[src/hw/pee_params.svh]
// Purpose: Offsets, field positions and reset values of the event export.
// Assumes: Included by every file that needs them.
// Notes: Definitions only.
`ifndef PEE_PARAMS_SVH
`define PEE_PARAMS_SVH
`define PEE_EVT_W 52
`define PEE_FLAG_W 7
`define PEE_ADDR_CTRL 8'h00
`define PEE_ADDR_SWINC 8'h04
`define PEE_ADDR_STATUS 8'h08
`define PEE_ADDR_EVLO 8'h0C
`define PEE_ADDR_EVHI 8'h10
`define PEE_CTRL_RESET 4'h1
`define PEE_CTRL_EXPORT 0
`define PEE_CTRL_MEDIA 1
`define PEE_CTRL_DEPRES 2
`define PEE_CTRL_MP 3
`define PEE_FPS_SAT 27
`define PEE_FPS_IDC 7
`define PEE_B_MEM 1
`define PEE_B_REN 8
`define PEE_B_FLOW 10
`define PEE_B_RET 15
`define PEE_B_UNAL 16
`define PEE_B_MISP 17
`define PEE_B_PBR 18
`define PEE_B_BC 19
`define PEE_B_COH 22
`define PEE_B_STALL 24
`define PEE_B_PIPE 32
`define PEE_B_FPREN 35
`define PEE_B_SIMDREN 37
`define PEE_B_MSTALL 39
`define PEE_B_CLKOFF 46
`define PEE_B_BAR 48
`endif

[src/hw/pee_pkg.sv]
// Purpose: Types shared by the event export modules.
// Assumes: Nothing beyond the params header.
// Notes: Nothing is imported; users write pee_pkg::name.
package pee_pkg;
  typedef struct packed {
    logic sw_inc;
    logic [6:0] mem;
    logic [1:0] ren_cnt;
    logic [4:0] flow;
    logic ret;
    logic unal;
    logic misp;
    logic pred_br;
    logic [2:0] bytecode;
    logic coh_miss;
    logic coh_hit;
    logic [7:0] stall;
    logic [2:0] pipe;
    logic [1:0] fp_cnt;
    logic [1:0] simd_cnt;
    logic [6:0] mstall;
    logic [1:0] clkoff;
    logic [3:0] barrier;
  } pee_raw_t;
  typedef enum logic [1:0] {
    PH_IDLE = 2'b00,
    PH_WR = 2'b01,
    PH_RD = 2'b10
  } pee_phase_t;
endpackage

[src/hw/pee_evt_if.sv]
// Purpose: Carries raw core events to the mapper and the bus back.
// Assumes: One clock domain.
// Notes: Purely combinational link.
`timescale 1ns/1ns
`include "pee_params.svh"
interface pee_evt_if;
  pee_pkg::pee_raw_t raw;
  logic [`PEE_EVT_W-1:0] bus;
  modport mapper (input raw, output bus);
  modport user (output raw, input bus);
endinterface

[src/hw/pee_event_map.sv]
// Purpose: Places each raw core event on its fixed event bus bit.
// Assumes: Raw inputs are one-cycle pulses and counts of 0 to 2.
// Notes: Combinational; the top registers the result.
`timescale 1ns/1ns
`include "pee_params.svh"
module pee_event_map
(
  pee_evt_if.mapper ev
);
  // A count of three is not a legal rename figure, so it reports none.
  function automatic logic [1:0] pee_cnt_code(input logic [1:0] c);
    pee_cnt_code = (c == 2'h1) ? 2'h1 : ((c == 2'h2) ? 2'h2 : 2'h0);
  endfunction
  wire [7:0] lo_events = {ev.raw.mem, ev.raw.sw_inc};
  genvar i;
  generate
    for (i = 0; i < 8; i++)
    begin : g_lo
      assign ev.bus[i] = lo_events[i];
    end
  endgenerate
  assign ev.bus[`PEE_B_REN+1:`PEE_B_REN] =
    pee_cnt_code(ev.raw.ren_cnt);
  assign ev.bus[`PEE_B_FLOW+4:`PEE_B_FLOW] = ev.raw.flow;
  assign ev.bus[`PEE_B_RET] = ev.raw.ret;
  assign ev.bus[`PEE_B_UNAL] = ev.raw.unal;
  assign ev.bus[`PEE_B_MISP] = ev.raw.misp;
  assign ev.bus[`PEE_B_PBR] = ev.raw.pred_br;
  assign ev.bus[`PEE_B_BC+2:`PEE_B_BC] = ev.raw.bytecode;
  assign ev.bus[`PEE_B_COH] = ev.raw.coh_miss;
  assign ev.bus[`PEE_B_COH+1] = ev.raw.coh_hit;
  assign ev.bus[`PEE_B_STALL+7:`PEE_B_STALL] = ev.raw.stall;
  assign ev.bus[`PEE_B_PIPE+2:`PEE_B_PIPE] = ev.raw.pipe;
  assign ev.bus[`PEE_B_FPREN+1:`PEE_B_FPREN] =
    pee_cnt_code(ev.raw.fp_cnt);
  assign ev.bus[`PEE_B_SIMDREN+1:`PEE_B_SIMDREN] =
    pee_cnt_code(ev.raw.simd_cnt);
  assign ev.bus[`PEE_B_MSTALL+6:`PEE_B_MSTALL] = ev.raw.mstall;
  assign ev.bus[`PEE_B_CLKOFF+1:`PEE_B_CLKOFF] = ev.raw.clkoff;
  assign ev.bus[`PEE_B_BAR+3:`PEE_B_BAR] = ev.raw.barrier;
endmodule // pee_event_map

[src/hw/pee_top.sv]
// Purpose: Exports core performance events, flags and state to outside.
// Assumes: All core inputs are synchronous to hclk; events are pulses.
// Notes: Registers reached over AHB-Lite, zero wait states, always OKAY.
`timescale 1ns/1ns
`include "pee_params.svh"
module pee_top
(
  input wire logic hclk,
  input wire logic hresetn,
  input wire logic hsel,
  input wire logic [31:0] haddr,
  input wire logic [1:0] htrans,
  input wire logic hwrite,
  input wire logic [2:0] hsize,
  input wire logic [31:0] hwdata,
  input wire logic hready,
  output logic hreadyout,
  output logic hresp,
  output logic [31:0] hrdata,
  input wire logic core_sw_inc,
  input wire logic [6:0] core_mem_evt,
  input wire logic [1:0] core_ren_cnt,
  input wire logic [4:0] core_flow_evt,
  input wire logic core_func_ret,
  input wire logic core_unaligned,
  input wire logic core_mispredict,
  input wire logic core_pred_branch,
  input wire logic [2:0] core_bytecode_evt,
  input wire logic core_coh_miss,
  input wire logic core_coh_hit,
  input wire logic [7:0] core_stall_evt,
  input wire logic [2:0] core_pipe_evt,
  input wire logic [1:0] core_fp_ren_cnt,
  input wire logic [1:0] core_simd_ren_cnt,
  input wire logic [6:0] core_mem_stall_evt,
  input wire logic [1:0] core_clkoff_evt,
  input wire logic [3:0] core_barrier_evt,
  input wire logic [31:0] fp_status_control_reg,
  input wire logic core_secure,
  input wire logic core_privileged,
  input wire logic core_ovf_irq,
  output logic [`PEE_EVT_W-1:0] perf_event_bus,
  output logic [`PEE_FLAG_W-1:0] vector_unit_flags,
  output logic perf_monitor_irq,
  output logic secure_state_out,
  output logic privileged_mode_out
);

  ////////////////////////////////////////////////////////////////////////////
  // Declarations.

  logic [3:0] ctrl;
  logic sw_inc_req;
  pee_pkg::pee_phase_t phase;
  logic [7:0] wr_addr;
  pee_evt_if evt ();

  ////////////////////////////////////////////////////////////////////////////
  // Bus decode.

  wire bus_take = hsel && hready && htrans[1];
  wire [7:0] a_off = haddr[7:0];
  wire a_mapped = (haddr[31:8] == 24'h00_0000);
  wire hit_ctrl = a_mapped && (a_off == `PEE_ADDR_CTRL);
  wire hit_swinc = a_mapped && (a_off == `PEE_ADDR_SWINC);
  wire hit_status = a_mapped && (a_off == `PEE_ADDR_STATUS);
  wire hit_evlo = a_mapped && (a_off == `PEE_ADDR_EVLO);
  wire hit_evhi = a_mapped && (a_off == `PEE_ADDR_EVHI);
  wire wr_now = (phase == pee_pkg::PH_WR);
  wire wr_ctrl = wr_now && (wr_addr == `PEE_ADDR_CTRL);
  wire wr_swinc = wr_now && (wr_addr == `PEE_ADDR_SWINC) && hwdata[0];

  wire export_en = ctrl[`PEE_CTRL_EXPORT];
  wire media_eng = ctrl[`PEE_CTRL_MEDIA];
  wire de_present = ctrl[`PEE_CTRL_DEPRES];
  wire mp_config = ctrl[`PEE_CTRL_MP];

  wire [31:0] status_word = {
    22'h00_0000,
    perf_monitor_irq,
    privileged_mode_out,
    secure_state_out,
    vector_unit_flags
  };
  wire [31:0] rd_word =
    hit_ctrl ? {28'h000_0000, ctrl} :
    hit_status ? status_word :
    hit_evlo ? perf_event_bus[31:0] :
    hit_evhi ? {12'h000, perf_event_bus[`PEE_EVT_W-1:32]} :
    32'h0000_0000;
  wire [pee_pkg::PH_RD:0] unused_sel = '0;

  ////////////////////////////////////////////////////////////////////////////
  // Raw event gathering.

  // Coherent linefill events only exist when the core sits in a cluster.
  assign evt.raw.sw_inc = core_sw_inc || sw_inc_req;
  assign evt.raw.mem = core_mem_evt;
  assign evt.raw.ren_cnt = core_ren_cnt;
  assign evt.raw.flow = core_flow_evt;
  assign evt.raw.ret = core_func_ret;
  assign evt.raw.unal = core_unaligned;
  assign evt.raw.misp = core_mispredict;
  assign evt.raw.pred_br = core_pred_branch;
  assign evt.raw.bytecode = core_bytecode_evt;
  assign evt.raw.coh_miss = core_coh_miss && mp_config;
  assign evt.raw.coh_hit = core_coh_hit && mp_config;
  assign evt.raw.stall = core_stall_evt;
  assign evt.raw.pipe = core_pipe_evt;
  assign evt.raw.fp_cnt = core_fp_ren_cnt;
  assign evt.raw.simd_cnt = core_simd_ren_cnt;
  assign evt.raw.mstall = core_mem_stall_evt;
  assign evt.raw.clkoff = core_clkoff_evt;
  assign evt.raw.barrier = core_barrier_evt;

  pee_event_map u_map
  (
    .ev(evt.mapper)
  );

  wire [`PEE_EVT_W-1:0] next_event_bus =
    export_en ? evt.bus : {`PEE_EVT_W{1'b0}};

  // Without a data engine the flags do not exist and read as zero.
  wire [`PEE_FLAG_W-1:0] next_flags = de_present ? {
    media_eng && fp_status_control_reg[`PEE_FPS_SAT],
    fp_status_control_reg[`PEE_FPS_IDC],
    fp_status_control_reg[4:0]
  } : {`PEE_FLAG_W{1'b0}};

  ////////////////////////////////////////////////////////////////////////////
  // Event and state outputs.

  // One register stage keeps every bit a clean single-cycle pulse.
  always_ff @(posedge hclk or negedge hresetn)
  begin
    if (!hresetn)
      perf_event_bus <= {`PEE_EVT_W{1'b0}};
    else
      perf_event_bus <= next_event_bus;
  end

  always_ff @(posedge hclk or negedge hresetn)
  begin
    if (!hresetn)
    begin
      vector_unit_flags <= {`PEE_FLAG_W{1'b0}};
      secure_state_out <= 1'b0;
      privileged_mode_out <= 1'b0;
      perf_monitor_irq <= 1'b0;
    end
    else
    begin
      vector_unit_flags <= next_flags;
      secure_state_out <= core_secure;
      privileged_mode_out <= core_privileged;
      perf_monitor_irq <= core_ovf_irq;
    end
  end

  ////////////////////////////////////////////////////////////////////////////
  // Bus slave.

  always_ff @(posedge hclk or negedge hresetn)
  begin
    if (!hresetn)
    begin
      phase <= pee_pkg::PH_IDLE;
      wr_addr <= 8'h00;
    end
    else if (bus_take)
    begin
      phase <= hwrite ? pee_pkg::PH_WR : pee_pkg::PH_RD;
      wr_addr <= a_mapped ? a_off : 8'hFF;
    end
    else
    begin
      phase <= pee_pkg::PH_IDLE;
    end
  end

  // Read data is caught in the address phase so no wait state is needed.
  always_ff @(posedge hclk or negedge hresetn)
  begin
    if (!hresetn)
      hrdata <= 32'h0000_0000;
    else if (bus_take && !hwrite)
      hrdata <= rd_word;
  end

  always_ff @(posedge hclk or negedge hresetn)
  begin
    if (!hresetn)
    begin
      hreadyout <= 1'b1;
      hresp <= 1'b0;
    end
    else
    begin
      hreadyout <= 1'b1;
      hresp <= 1'b0;
    end
  end

  always_ff @(posedge hclk or negedge hresetn)
  begin
    if (!hresetn)
      ctrl <= `PEE_CTRL_RESET;
    else if (wr_ctrl)
      ctrl <= hwdata[3:0];
  end

  // A software increment write with bit 0 set turns into exactly one event pulse.
  always_ff @(posedge hclk or negedge hresetn)
  begin
    if (!hresetn)
      sw_inc_req <= 1'b0;
    else
      sw_inc_req <= wr_swinc;
  end

endmodule // pee_top

[config.mk]
export PLATFORM = sky130hd
export DESIGN_NAME = pee_top
export DESIGN_NICKNAME = d
export VERILOG_FILES = /design/src/hw/pee_pkg.sv /design/src/hw/pee_evt_if.sv /design/src/hw/pee_event_map.sv /design/src/hw/pee_top.sv
export VERILOG_INCLUDE_DIRS = /design/src /design/src/hw
export SDC_FILE = /design/constraint.sdc
export NUM_CORES = 1
export LEC_CHECK = 0
export ABC_AREA = 1
export BUFFER_PORTS_ARGS = -buffer_cell sky130_fd_sc_hd__buf_2
export CORE_UTILIZATION = 41
export DETAILED_ROUTE_END_ITERATION = 8
export PLACE_DENSITY = 0.8
export SETUP_SLACK_MARGIN = 0.4
export SYNTH_ARGS = -nofsm -noshare
export SYNTH_HDL_FRONTEND = slang
export SYNTH_HIERARCHICAL = 1
export SYNTH_SLANG_ARGS = --single-unit
[constraint.sdc]
create_clock -name hclk -period 1.5 [get_ports hclk]
set_clock_uncertainty 0.2 [all_clocks]
set_input_delay 0.075 -clock hclk [delete_from_list [all_inputs] [get_ports hclk]]
set_output_delay 0.075 -clock hclk [all_outputs]
set_load 0.01 [all_outputs]
==> flow_metrics.py, run 1 <==
metrics = {
    "cells_and_area": {
        "n_fill_cell": 616,
        "multi_input_area_um2": 2238,
        "num_antenna_cells": 0,
        "drive_above_1_share": 0.5985,
        "area_growth_pct": 90.68,
        "regArea_um2": 2730,
        "final_util": 0.8058,
        "fin_nets": 1076,
    },
    "clocking": {
        "clkTransAtPathRegs_ns": 0.07,
        "clk_latency_ns": 0.36,
        "cts_tree": "built",
        "clk_path_buf_depth": 2,
        "root_buffer": "clkbuf_16",
        "cts_max_level": 3,
        "clock-sinks": 109,
        "numCtsBuffers": 9,
    },
    "grt": {
        "antenna_found_initial": 0,
        "grt.overflow.total": 0,
        "first_global_vias": 5475,
        "grt.total_usage": 0.2926,
        "grt_max_degree": 57,
        "grt_pass1_wl_um": 27430,
    },
    "timing": {
        "rsz0062_at_grt": "true",
        "min_period_ns": 1.604,
        "hold_viol": 8,
        "whs_ns": -0.1098,
        "max_freq_mhz": 623.3,
        "period_share": 1.070,
        "slew_viol_final": 0,
        "setup_ws_ns": -0.1044,
        "finalSetupViolCount": 4,
    },
    "pwr": {
        "netSwitchingPower_w": 0.001680,
        "seq_power_share": 0.462,
        "combPwrFrac": 0.150,
        "power.share.clock": 0.388,
        "p_int_w": 0.005059,
        "ir_drop_uv": 818.1,
        "p_per_area_nw_per_um2": 729.3,
        "switching_share": 0.2493,
        "p_total_w": 0.006739,
        "p_leak_nw": 5.044,
    },
    "critical_path": {
        "start_kind": "flop",
        "worstPathCellList": "nor3_2, nand3b_1, or3_4, nand2_1, o21ai_0",
        "path_class": "reg -> reg",
        "r2r-start": "wr_addr[1]",
        "required_ns": 1.54,
        "crit_path_max_fanout": 8,
        "cp-end-kind": "flop",
        "critical-path-max-stage-delay_ns": 0.40,
        "cpMaxStageDelayCell": "dfrtp_1",
        "rrSetupSlack_ns": -0.10,
        "arrival_ns": 1.65,
        "ff2ff_path_depth": 5,
        "reg2reg_to": "ctrl[2]",
    },
    "placed_design": {
        "hpwl_um": 8753,
        "portBuffers": 197,
        "gp_congestion": 0.8595,
    },
    "drt": {
        "vias": 5261,
        "routed_wl_um": 19850,
        "drt-initial-drc-count": 311,
        "viasPerCell": 4.954,
        "firstDrtPassIters": 4,
        "wire_per_inst_um": 18.69,
        "drc_errors": 0,
        "drtAntennaViolNets": 0,
    },
    "die": {
        "placementRows": 39,
        "core_area_um2": 11470,
        "fp.dieH_um": 110.7,
        "die_area_um2": 12260,
        "die_w_um": 110.7,
        "start_util": 0.4226,
        "pin_count": 257,
    },
    "min_path": {
        "min_path_type": "in -> async",
    },
    "outcome": {
        "violations": "hold timing, setup timing",
        "outcome": "finished, violations left",
    },
    "job": {
        "maxCapViolCount": 0,
    },
    "yosys": {
        "synth_cells": 569,
        "ys_seq_area_frac": 0.5631,
        "syn-num-nets": 730,
        "syn_area_um2": 4846,
        "avgSynthCellArea_um2": 8.517,
        "synth_cell_types": 29,
        "ys_ff_latch": 109,
        "yosysWarningCount": 6,
    },
}
==> cell usage in the layout (no fill, tap or decap), types with 2 or more instances in the layout <==
master / netlist / layout
conb_1: 2 / 2
bufinv_16: 0 / 2
buf_6: 2 / 59
nand4_1: 5 / 5
nor2_1: 30 / 16
a22oi_2: 0 / 5
nand3b_1: 2 / 2
nand2_4: 0 / 61
nor3_2: 1 / 2
nor3_4: 0 / 3
nand3_1: 36 / 8
inv_1: 81 / 34
dlygate4sd3_1: 0 / 76
nand3_4: 0 / 4
nand2_1: 204 / 112
o21ai_1: 0 / 3
inv_2: 0 / 47
nand3_2: 1 / 25
buf_2: 3 / 153
nor2_2: 1 / 7
clkbuf_16: 0 / 11
buf_12: 0 / 10
buf_4: 50 / 88
o21ai_0: 7 / 3
buf_8: 0 / 6
nor2_4: 2 / 10
buf_16: 0 / 10
dfrtp_1: 108 / 107
nand2_2: 1 / 32
nand4_4: 0 / 2
==> through the flow <==
step | std cells | area (µm²) | setup TNS [ns] | hold WS, ns | worst slack (ns)
after global placement | 868 | 5942 | -1.091 | -0.2763 | -0.09569
after detailed placement | 868 | 5942 | -2.093 | -0.2779 | -0.1271
after CTS | 1024 | 8293 | -0.03412 | -0.1079 | -0.01477
after floorplan | 569 | 5054 | 0 | -0.4206 | 0.002050
final | 1062 | 9240 | -0.3102 | -0.1098 | -0.1044
after global routing | 1062 | 9240 | -0.7150 | -0.1024 | -0.1891
==> worst max-delay path: cells and delay by family (launching register included) <==
family | cells | cell delay, ns
DFF | 1 | 0.40
AOI/OAI and AO/OA | 1 | 0.08
and+or+nand+nor | 4 | 0.81
==> power by group through the flow <==
stage | sequential (W) | combinational [W] | clock, W
6_report | 0.00311 | 0.00101 | 0.00261
5_1_grt | 0.00312 | 0.00108 | 0.00275
4_1_cts | 0.00310 | 0.000819 | 0.00261
3_5_place_dp | 0.00315 | 0.000521 | 0
3_3_place_gp | 0.00315 | 0.000513 | 0
2_1_floorplan | 0.00319 | 0.000222 | 0
==> cell families (layout without fill, tap and decap cells) <==
family / after synthesis / after routing / synth area share
simple gates: 296 / 296 / 0.2616
buf+inv: 150 / 500 / 0.1588
flops: 109 / 109 / 0.5631
compound gates: 12 / 12 / 0.01498
other cells: 2 / 2 / 0.001550
==> worst max-delay path by stage <==
| stage | from | end | slack (ns) | cells past startpoint |
|---|---|---|---|---|
| finish | wr_addr[1] | ctrl[2] | -0.10 | 5 |
| global route | wr_addr[1] | ctrl[2] | -0.19 | 5 |
| CTS | wr_addr[1] | ctrl[3] | -0.01 | 5 |
| detailed placement | haddr[29] | hrdata[11] | -0.13 | 11 |
| global placement | haddr[21] | hrdata[11] | -0.1 | 11 |
| floorplan | wr_addr[1] | ctrl[2] | 0.002 | 6 |
==> cells in the mapped netlist, drive strengths merged <==
cell type  instances  share of area
nor3               5         0.0062
buf               55          0.085
inv               81          0.063
or3                1         0.0013
nand3             37          0.039
a22oi              5         0.0077
nand3b             2         0.0031
nor3b              2         0.0065
and2               1         0.0013
clkbuf            14          0.011
nor4               1         0.0013
nor2              33          0.029
o21ai              7         0.0072
dfrtp            108           0.56
nand2            205           0.16
nand4              7          0.012
conb               2         0.0015
dfstp              1         0.0054
and3               1         0.0013
or2                1         0.0013
==> state kept, by name, indices dropped and copies added (netlist names) <==
signal / flops
perf_event_bus: 52
hrdata: 32
wr_addr: 8
vector_unit_flags: 7
ctrl: 4
phase: 2
perf_monitor_irq: 1
privileged_mode_out: 1
secure_state_out: 1
sw_inc_req: 1
==> per-layer routing <==
layer / vias up / wire, µm / track usage
li1: 2360 / - / -
met1: 2527 / 6676 / 0.3188
met2: 266 / 10760 / 0.5292
met3: 108 / 1048 / 0.06069
met4: 0 / 1365 / 0.1600
met5: - / 0 / 0
==> cell type report <==
| class | count | area share |
|---|---|---|
| repair buffers | 404 | 0.3752 |
| clock buffers | 9 | 0.02437 |
| well taps | 143 | 0.01936 |
| multi-input cells | 310 | 0.2422 |
| inverters | 81 | 0.03290 |
| clock inverters | 6 | 0.01043 |
| flip-flops and latches | 109 | 0.2955 |
==> timing repair <==
| action | CTS | global route |
|---|---|---|
| pin swaps | 58 | 61 |
| gates cloned | 10 | 3 |
| buffers inserted | 55 | 35 |
| endpoints found under the setup margin | 179 | 193 |
| resized for setup | 168 | 171 |
| endpoints found under the hold margin | 186 | 10 |
| hold buffers | 76 | 1 |
No activity file was read; power rests on OpenSTA's default activity.
==> run 2, diff against run 1 <==
- ABC_AREA: 1 -> unset
- CORE_UTILIZATION: 41 -> 40
- PLACE_DENSITY: 0.8 -> 0.79
==> run 2 against run 1 <==
  * The run ends with setup timing left
  * Synthesized cell count shrank 32%
  * Core utilization fell by 10 points
  * Die area decreased by 2.0%
  * Register-to-register slack got worse by 0.09 ns
  * Area after synthesis down 4.4%
  * Global-route usage shrank 4.9 points
  * Sequential share of layout area up 5.6 points
  * Routed wire length down 27%
  * Critical path depth down 1
  * Design area shrank 16%
  * First-iteration DRC count is 44% lower
  * Non-clock buffer count fell by 58
  * Largest cell class unchanged
==> flow_metrics.py, run 2 <==
metrics = {
    "drt": {
        "vias": 4069,
        "drc_errors": 0,
        "drtAntennaViolNets": 0,
        "wire_per_inst_um": 17.79,
        "viasPerCell": 4.980,
        "firstDrtPassIters": 4,
        "drt-initial-drc-count": 174,
        "routed_wl_um": 14540,
    },
    "die": {
        "pin_count": 257,
        "fp.dieH_um": 109.6,
        "placementRows": 38,
        "die_area_um2": 12010,
        "start_util": 0.4181,
        "core_area_um2": 11080,
        "die_w_um": 109.6,
    },
    "critical_path": {
        "cpMaxStageDelayCell": "dfrtp_1",
        "rrSetupSlack_ns": -0.20,
        "path_class": "reg -> reg",
        "worstPathCellList": "nor4_2, nand4_1, or2_4, mux2_2",
        "arrival_ns": 1.72,
        "critical-path-max-stage-delay_ns": 0.39,
        "cp-end-kind": "flop",
        "ff2ff_path_depth": 4,
        "reg2reg_to": "ctrl[3]",
        "required_ns": 1.52,
        "start_kind": "flop",
        "crit_path_max_fanout": 4,
        "cp_top_family": "simple AND/OR/NAND/NOR gates",
        "cp.buffers_inverters": 0,
        "r2r-start": "wr_addr[4]",
    },
    "outcome": {
        "violations": "setup timing",
        "outcome": "finished, violations left",
    },
    "grt": {
        "grtUsageMet1": 0.2906,
        "globalRouteMet2Util": 0.4317,
        "grt_pass1_wl_um": 21500,
        "grt.total_usage": 0.2441,
        "grt.overflow.total": 0,
        "antenna_found_initial": 0,
        "first_global_vias": 4311,
        "top_usage_layer": "met2",
        "grt_max_degree": 58,
        "met3_usage": 0.04979,
    },
    "clocking": {
        "numCtsBuffers": 9,
        "clk_latency_ns": 0.34,
        "cts_tree": "built",
        "root_buffer": "clkbuf_16",
        "clkTransAtPathRegs_ns": 0.07,
        "cts_max_level": 3,
        "clk_path_buf_depth": 2,
        "clock-sinks": 109,
    },
    "pwr": {
        "p_leak_nw": 3.916,
        "ir_drop_uv": 685.4,
        "p_per_area_nw_per_um2": 802.7,
    },
    "yosys": {
        "synth_area_leaders": "dfrtp_1, and2_1, buf_4",
        "synth_most_common_cell": "dfrtp_1",
        "synth_top_cell_by_area": "dfrtp_1",
        "ys_seq_area_frac": 0.5891,
        "avgSynthCellArea_um2": 11.97,
        "yosysWarningCount": 6,
        "synth_edf_count": 0,
        "synth_cell_types": 37,
        "synth_common_cells": "dfrtp_1, and2_1, buf_4",
        "synthDominantCellAreaShare": 0.5835,
        "syn-num-nets": 548,
        "synthArstFlopShare": 1.000,
        "syn_area_um2": 4632,
        "synth_cells": 387,
        "ys_ff_latch": 109,
        "ys.flop_type": "dfrtp_1",
    },
    "placed_design": {
        "placedCellCount": 674,
        "gp_congestion": 0.7888,
        "hpwl_um": 8008,
        "portBuffers": 197,
    },
    "cells_and_area": {
        "area_growth_pct": 67.86,
        "final_common_cell": "buf_2",
        "num_antenna_cells": 0,
        "drive_above_1_share": 0.5687,
        "fin_nets": 835,
        "most-common-layout-cells": "buf_2, dfrtp_1, dlygate4sd3_1, and2_4, buf_4",
        "final_cells": 817,
        "largest_register_ffs": 52,
        "regMostFlops": "perf_event_bus",
        "reg.largest.list": "perf_event_bus (52), hrdata (32), wr_addr (8)",
    },
    "timing": {
        "min_period_ns": 1.698,
        "period_share": 1.132,
        "finalSetupViolCount": 16,
        "slew_viol_final": 0,
        "tns_ns": -0.8804,
        "setup_ws_ns": -0.1977,
        "max_freq_mhz": 589.0,
        "rsz0062_at_grt": "true",
        "hold_viol": 0,
    },
    "job": {
        "maxCapViolCount": 0,
    },
    "min_path": {
        "min_path_type": "in -> async",
    },
}
## run 2: cells by family after synthesis
group / after synthesis / synth area share
flip-flops: 109 / 0.5891
other: 2 / 0.001621
AND/OR/NAND/NOR: 141 / 0.1858
buffers and inverters: 71 / 0.1067
multiplexers: 10 / 0.02431
AO/OA/AOI/OAI: 54 / 0.09238
## run 2: per-layer routing
| metal | up-vias | wire length, µm |
|---|---|---|
| li1 | 1835 | - |
| met1 | 2012 | 5683 |
| met2 | 188 | 7752 |
| met3 | 34 | 717 |
| met4 | 0 | 385 |
| met5 | - | 0 |
## run 2: worst min-delay path: stages
cell,delay [ns]
dlygate4sd3_1,0.53
buf_4,0.14
buf_12,0.25
## run 2: how the worst max path moves through the flow
| stage | from | endpoint | slack, ns | depth (start not counted) |
|---|---|---|---|---|
| floorplan | wr_addr[4] | ctrl[1] | -0.17 | 5 |
| global placement | haddr[21] | hrdata[1] | -0.40 | 7 |
| detailed placement | haddr[21] | hrdata[0] | -0.43 | 7 |
| CTS | wr_addr[4] | ctrl[3] | -0.20 | 4 |
| global route | wr_addr[4] | ctrl[3] | -0.26 | 4 |
| finish | wr_addr[4] | ctrl[3] | -0.20 | 4 |
## run 2: cell type report
type,count,area [µm²]
timing repair buffer,346,2887
sequential,109,2729
fill,769,3303
tap,140,175.2
inverter,1,3.754
clock buffer,12,236.5
multi-input combinational,207,1732
clock inverter,2,12.51
## run 2: timing repair
item	CTS	global route
cloned	10	1
buffers inserted	34	8
resized for setup	94	39
endpoints found under the setup margin	184	191
hold endpoints to repair	185	0
hold buffers	76	0
pin swaps	12	14
## run 2: metrics by stage
step	setup slack, ns	cell area, µm²	utilization	total power [W]	hold WS (ns)
final	-0.1977	7775	0.7018	0.006241	0.06378
after global routing	-0.2644	7775	0.7018	0.006484	0.1158
after CTS	-0.1995	7488	0.6760	0.006195	0.07716
after detailed placement	-0.4292	5587	0.5043	0.003724	-0.09832
after global placement	-0.4044	5587	0.5043	0.003704	-0.1105
after floorplan	-0.1720	4775	-	0.003455	-0.4206
## run 2: where the power goes
group | internal (W) | switching [W]
combinational | 0.000606 | 0.000400
clock | 0.00111 | 0.00101
sequential | 0.00304 | 0.0000730
==> run 3, diff against run 2 <==
- CELL_PAD_IN_SITES_DETAIL_PLACEMENT: unset -> 0
- CELL_PAD_IN_SITES_GLOBAL_PLACEMENT: unset -> 2
- CORE_UTILIZATION: 40 -> 26
- PLACE_DENSITY: 0.79 -> 0.83
- clock period: 1.5 -> 1.6 ns (I/O delays scaled with it)
==> run 3 against run 2 <==
  * The flow still finishes with violations (setup timing)
  * Critical path type unchanged
  * Core utilization decreased by 27 points
  * Clock-buffer cell count decreased by 2
  * Routed wire length decreased by 6.9%
  * Register-to-register slack improved by 0.09 ns
  * Global-route usage decreased by 9.4 points
  * Largest power group unchanged
  * Design area decreased by 3.5%
  * Non-clock buffer count decreased by 22
  * Die area increased by 53%
  * First-iteration DRC count decreased by 53%
  * Critical path depth unchanged
==> flow_metrics.py, run 3 (same netlist as run 2, synthesis figures left out) <==
metrics = {
    "critical_path": {
        "arrival_ns": 1.75,
        "start_kind": "flop",
        "crit_path_max_fanout": 4,
        "required_ns": 1.64,
        "path_class": "reg -> reg",
        "cp-end-kind": "flop",
    },
    "placed_design": {
        "hpwl_um": 9121,
        "place_area_um2": 5705,
        "gp_congestion": 0.7473,
        "place_ws_ns": -0.2285,
        "portBuffers": 197,
    },
    "die": {
        "fp.dieH_um": 135.5,
        "pin_count": 257,
        "core_area_um2": 17360,
        "placementRows": 48,
        "die_w_um": 135.5,
        "die_area_um2": 18350,
        "start_util": 0.2669,
    },
    "cells_and_area": {
        "num_antenna_cells": 0,
        "largest_register_ffs": 52,
        "most-common-layout-cells": "buf_2, dfrtp_1, dlygate4sd3_1, and2_1, buf_4",
        "final_common_cell": "buf_2",
        "final_area_um2": 7502,
        "area_growth_pct": 61.97,
        "fin_nets": 813,
        "regMostFlops": "perf_event_bus",
        "drive_above_1_share": 0.5327,
        "reg.largest.list": "perf_event_bus (52), hrdata (32), wr_addr (8)",
    },
    "clocking": {
        "root_buffer": "clkbuf_16",
        "numCtsBuffers": 9,
        "clock-sinks": 109,
        "clk_latency_ns": 0.35,
        "clk_path_buf_depth": 2,
        "clkTransAtPathRegs_ns": 0.07,
        "cts_tree": "built",
        "cts_max_level": 3,
    },
    "drt": {
        "drtAntennaViolNets": 0,
        "route.met2.wl_um": 7214,
        "wire_per_inst_um": 15.34,
        "drc_errors": 0,
        "viasPerCell": 4.291,
        "routed_wl_um": 13530,
        "top_layer": "met4",
        "firstDrtPassIters": 4,
        "wl_met1_um": 5356,
        "drt-initial-drc-count": 81,
        "vias": 3785,
        "route.met3.wl_um": 694,
    },
    "pwr": {
        "netSwitchingPower_w": 0.001415,
        "combPwrFrac": 0.131,
        "p_per_area_nw_per_um2": 795.4,
        "p_leak_nw": 3.746,
        "switching_share": 0.2372,
        "seq_power_share": 0.488,
        "power.share.clock": 0.381,
        "p_int_w": 0.004552,
        "ir_drop_uv": 467.5,
    },
    "grt": {
        "grt_max_degree": 57,
        "grt.overflow.total": 0,
        "grt.total_usage": 0.1498,
        "grt_pass1_wl_um": 20590,
        "first_global_vias": 3864,
        "antenna_found_initial": 0,
    },
    "timing": {
        "period_share": 1.069,
        "rsz0062_at_grt": "true",
        "slew_viol_final": 0,
        "hold_viol": 0,
        "setup_ws_ns": -0.1106,
        "max_freq_mhz": 584.6,
        "finalSetupViolCount": 4,
        "min_period_ns": 1.711,
    },
    "outcome": {
        "outcome": "finished, violations left",
        "violations": "setup timing",
    },
    "min_path": {
        "min_path_type": "in -> async",
    },
    "job": {
        "maxCapViolCount": 0,
    },
}
==> run 3: cell type report <==
class	instances	area (µm²)
tap	225	281.5
timing repair buffer	324	2439
clock buffer	10	239.0
inverter	1	3.754
sequential	109	2729
clock inverter	6	62.56
multi-input combinational	207	1748
fill	1602	9854
==> run 3: worst paths after layout <==
| check | start | to | slack, ns | depth (start not counted) |
|---|---|---|---|---|
| max | wr_addr[4] | ctrl[2] | -0.11 | 4 |
| min | hresetn | wr_addr[5] | 0.08 | 3 |
| max reg2reg | wr_addr[4] | ctrl[2] | -0.11 | 4 |
| min reg2reg | hrdata[4] | hrdata[4] | 0.27 | 2 |
| max in group asynchronous | hresetn | vector_unit_flags[0] | 0.78 | 3 |
| min in group hclk | haddr[3] | hrdata[7] | 0.10 | 4 |
==> run 3: critical path, cell delays in order (launching register included) <==
cell	delay, ns
dfrtp_1	0.39
nor4_2	0.29
nand4_1	0.15
or2_4	0.29
mux2_2	0.28
==> run 3: through the flow <==
step	utilization	total power, W	TNS [ns]	hold WS, ns	instances
after floorplan	-	0.003219	-0.2473	-0.4156	387
after global placement	0.3287	0.003489	-5.300	-0.2802	761
after detailed placement	0.3287	0.003499	-6.448	-0.2799	761
after CTS	0.4058	0.005965	-0.4816	0.07022	861
after global routing	0.4322	0.006228	-0.6651	0.1144	882
final	0.4322	0.005968	-0.3758	0.08243	882
==> run 3: metal layers <==
layer / vias up / track usage
li1: 1799 / -
met1: 1851 / 0.1754
met2: 118 / 0.2627
met3: 17 / 0.03217
met4: 0 / 0.06554
met5: - / 0
==> run 3: power groups by stage <==
stage	Sequential [W]	Combinational [W]	Clock [W]
3_5_place_dp	0.00297	0.000533	0
2_1_floorplan	0.00299	0.000224	0
6_report	0.00291	0.000781	0.00227
5_1_grt	0.00292	0.000850	0.00245
3_3_place_gp	0.00296	0.000525	0
4_1_cts	0.00291	0.000703	0.00235
==> run 3: what timing repair did <==
item / CTS / global route
hold buffers: 77 / 0
gates cloned: 3 / 0
gates resized for setup: 31 / 76
pin swaps: 11 / 34
buffers inserted: 4 / 21
setup endpoints to repair: 79 / 130
hold endpoints to repair: 185 / 0
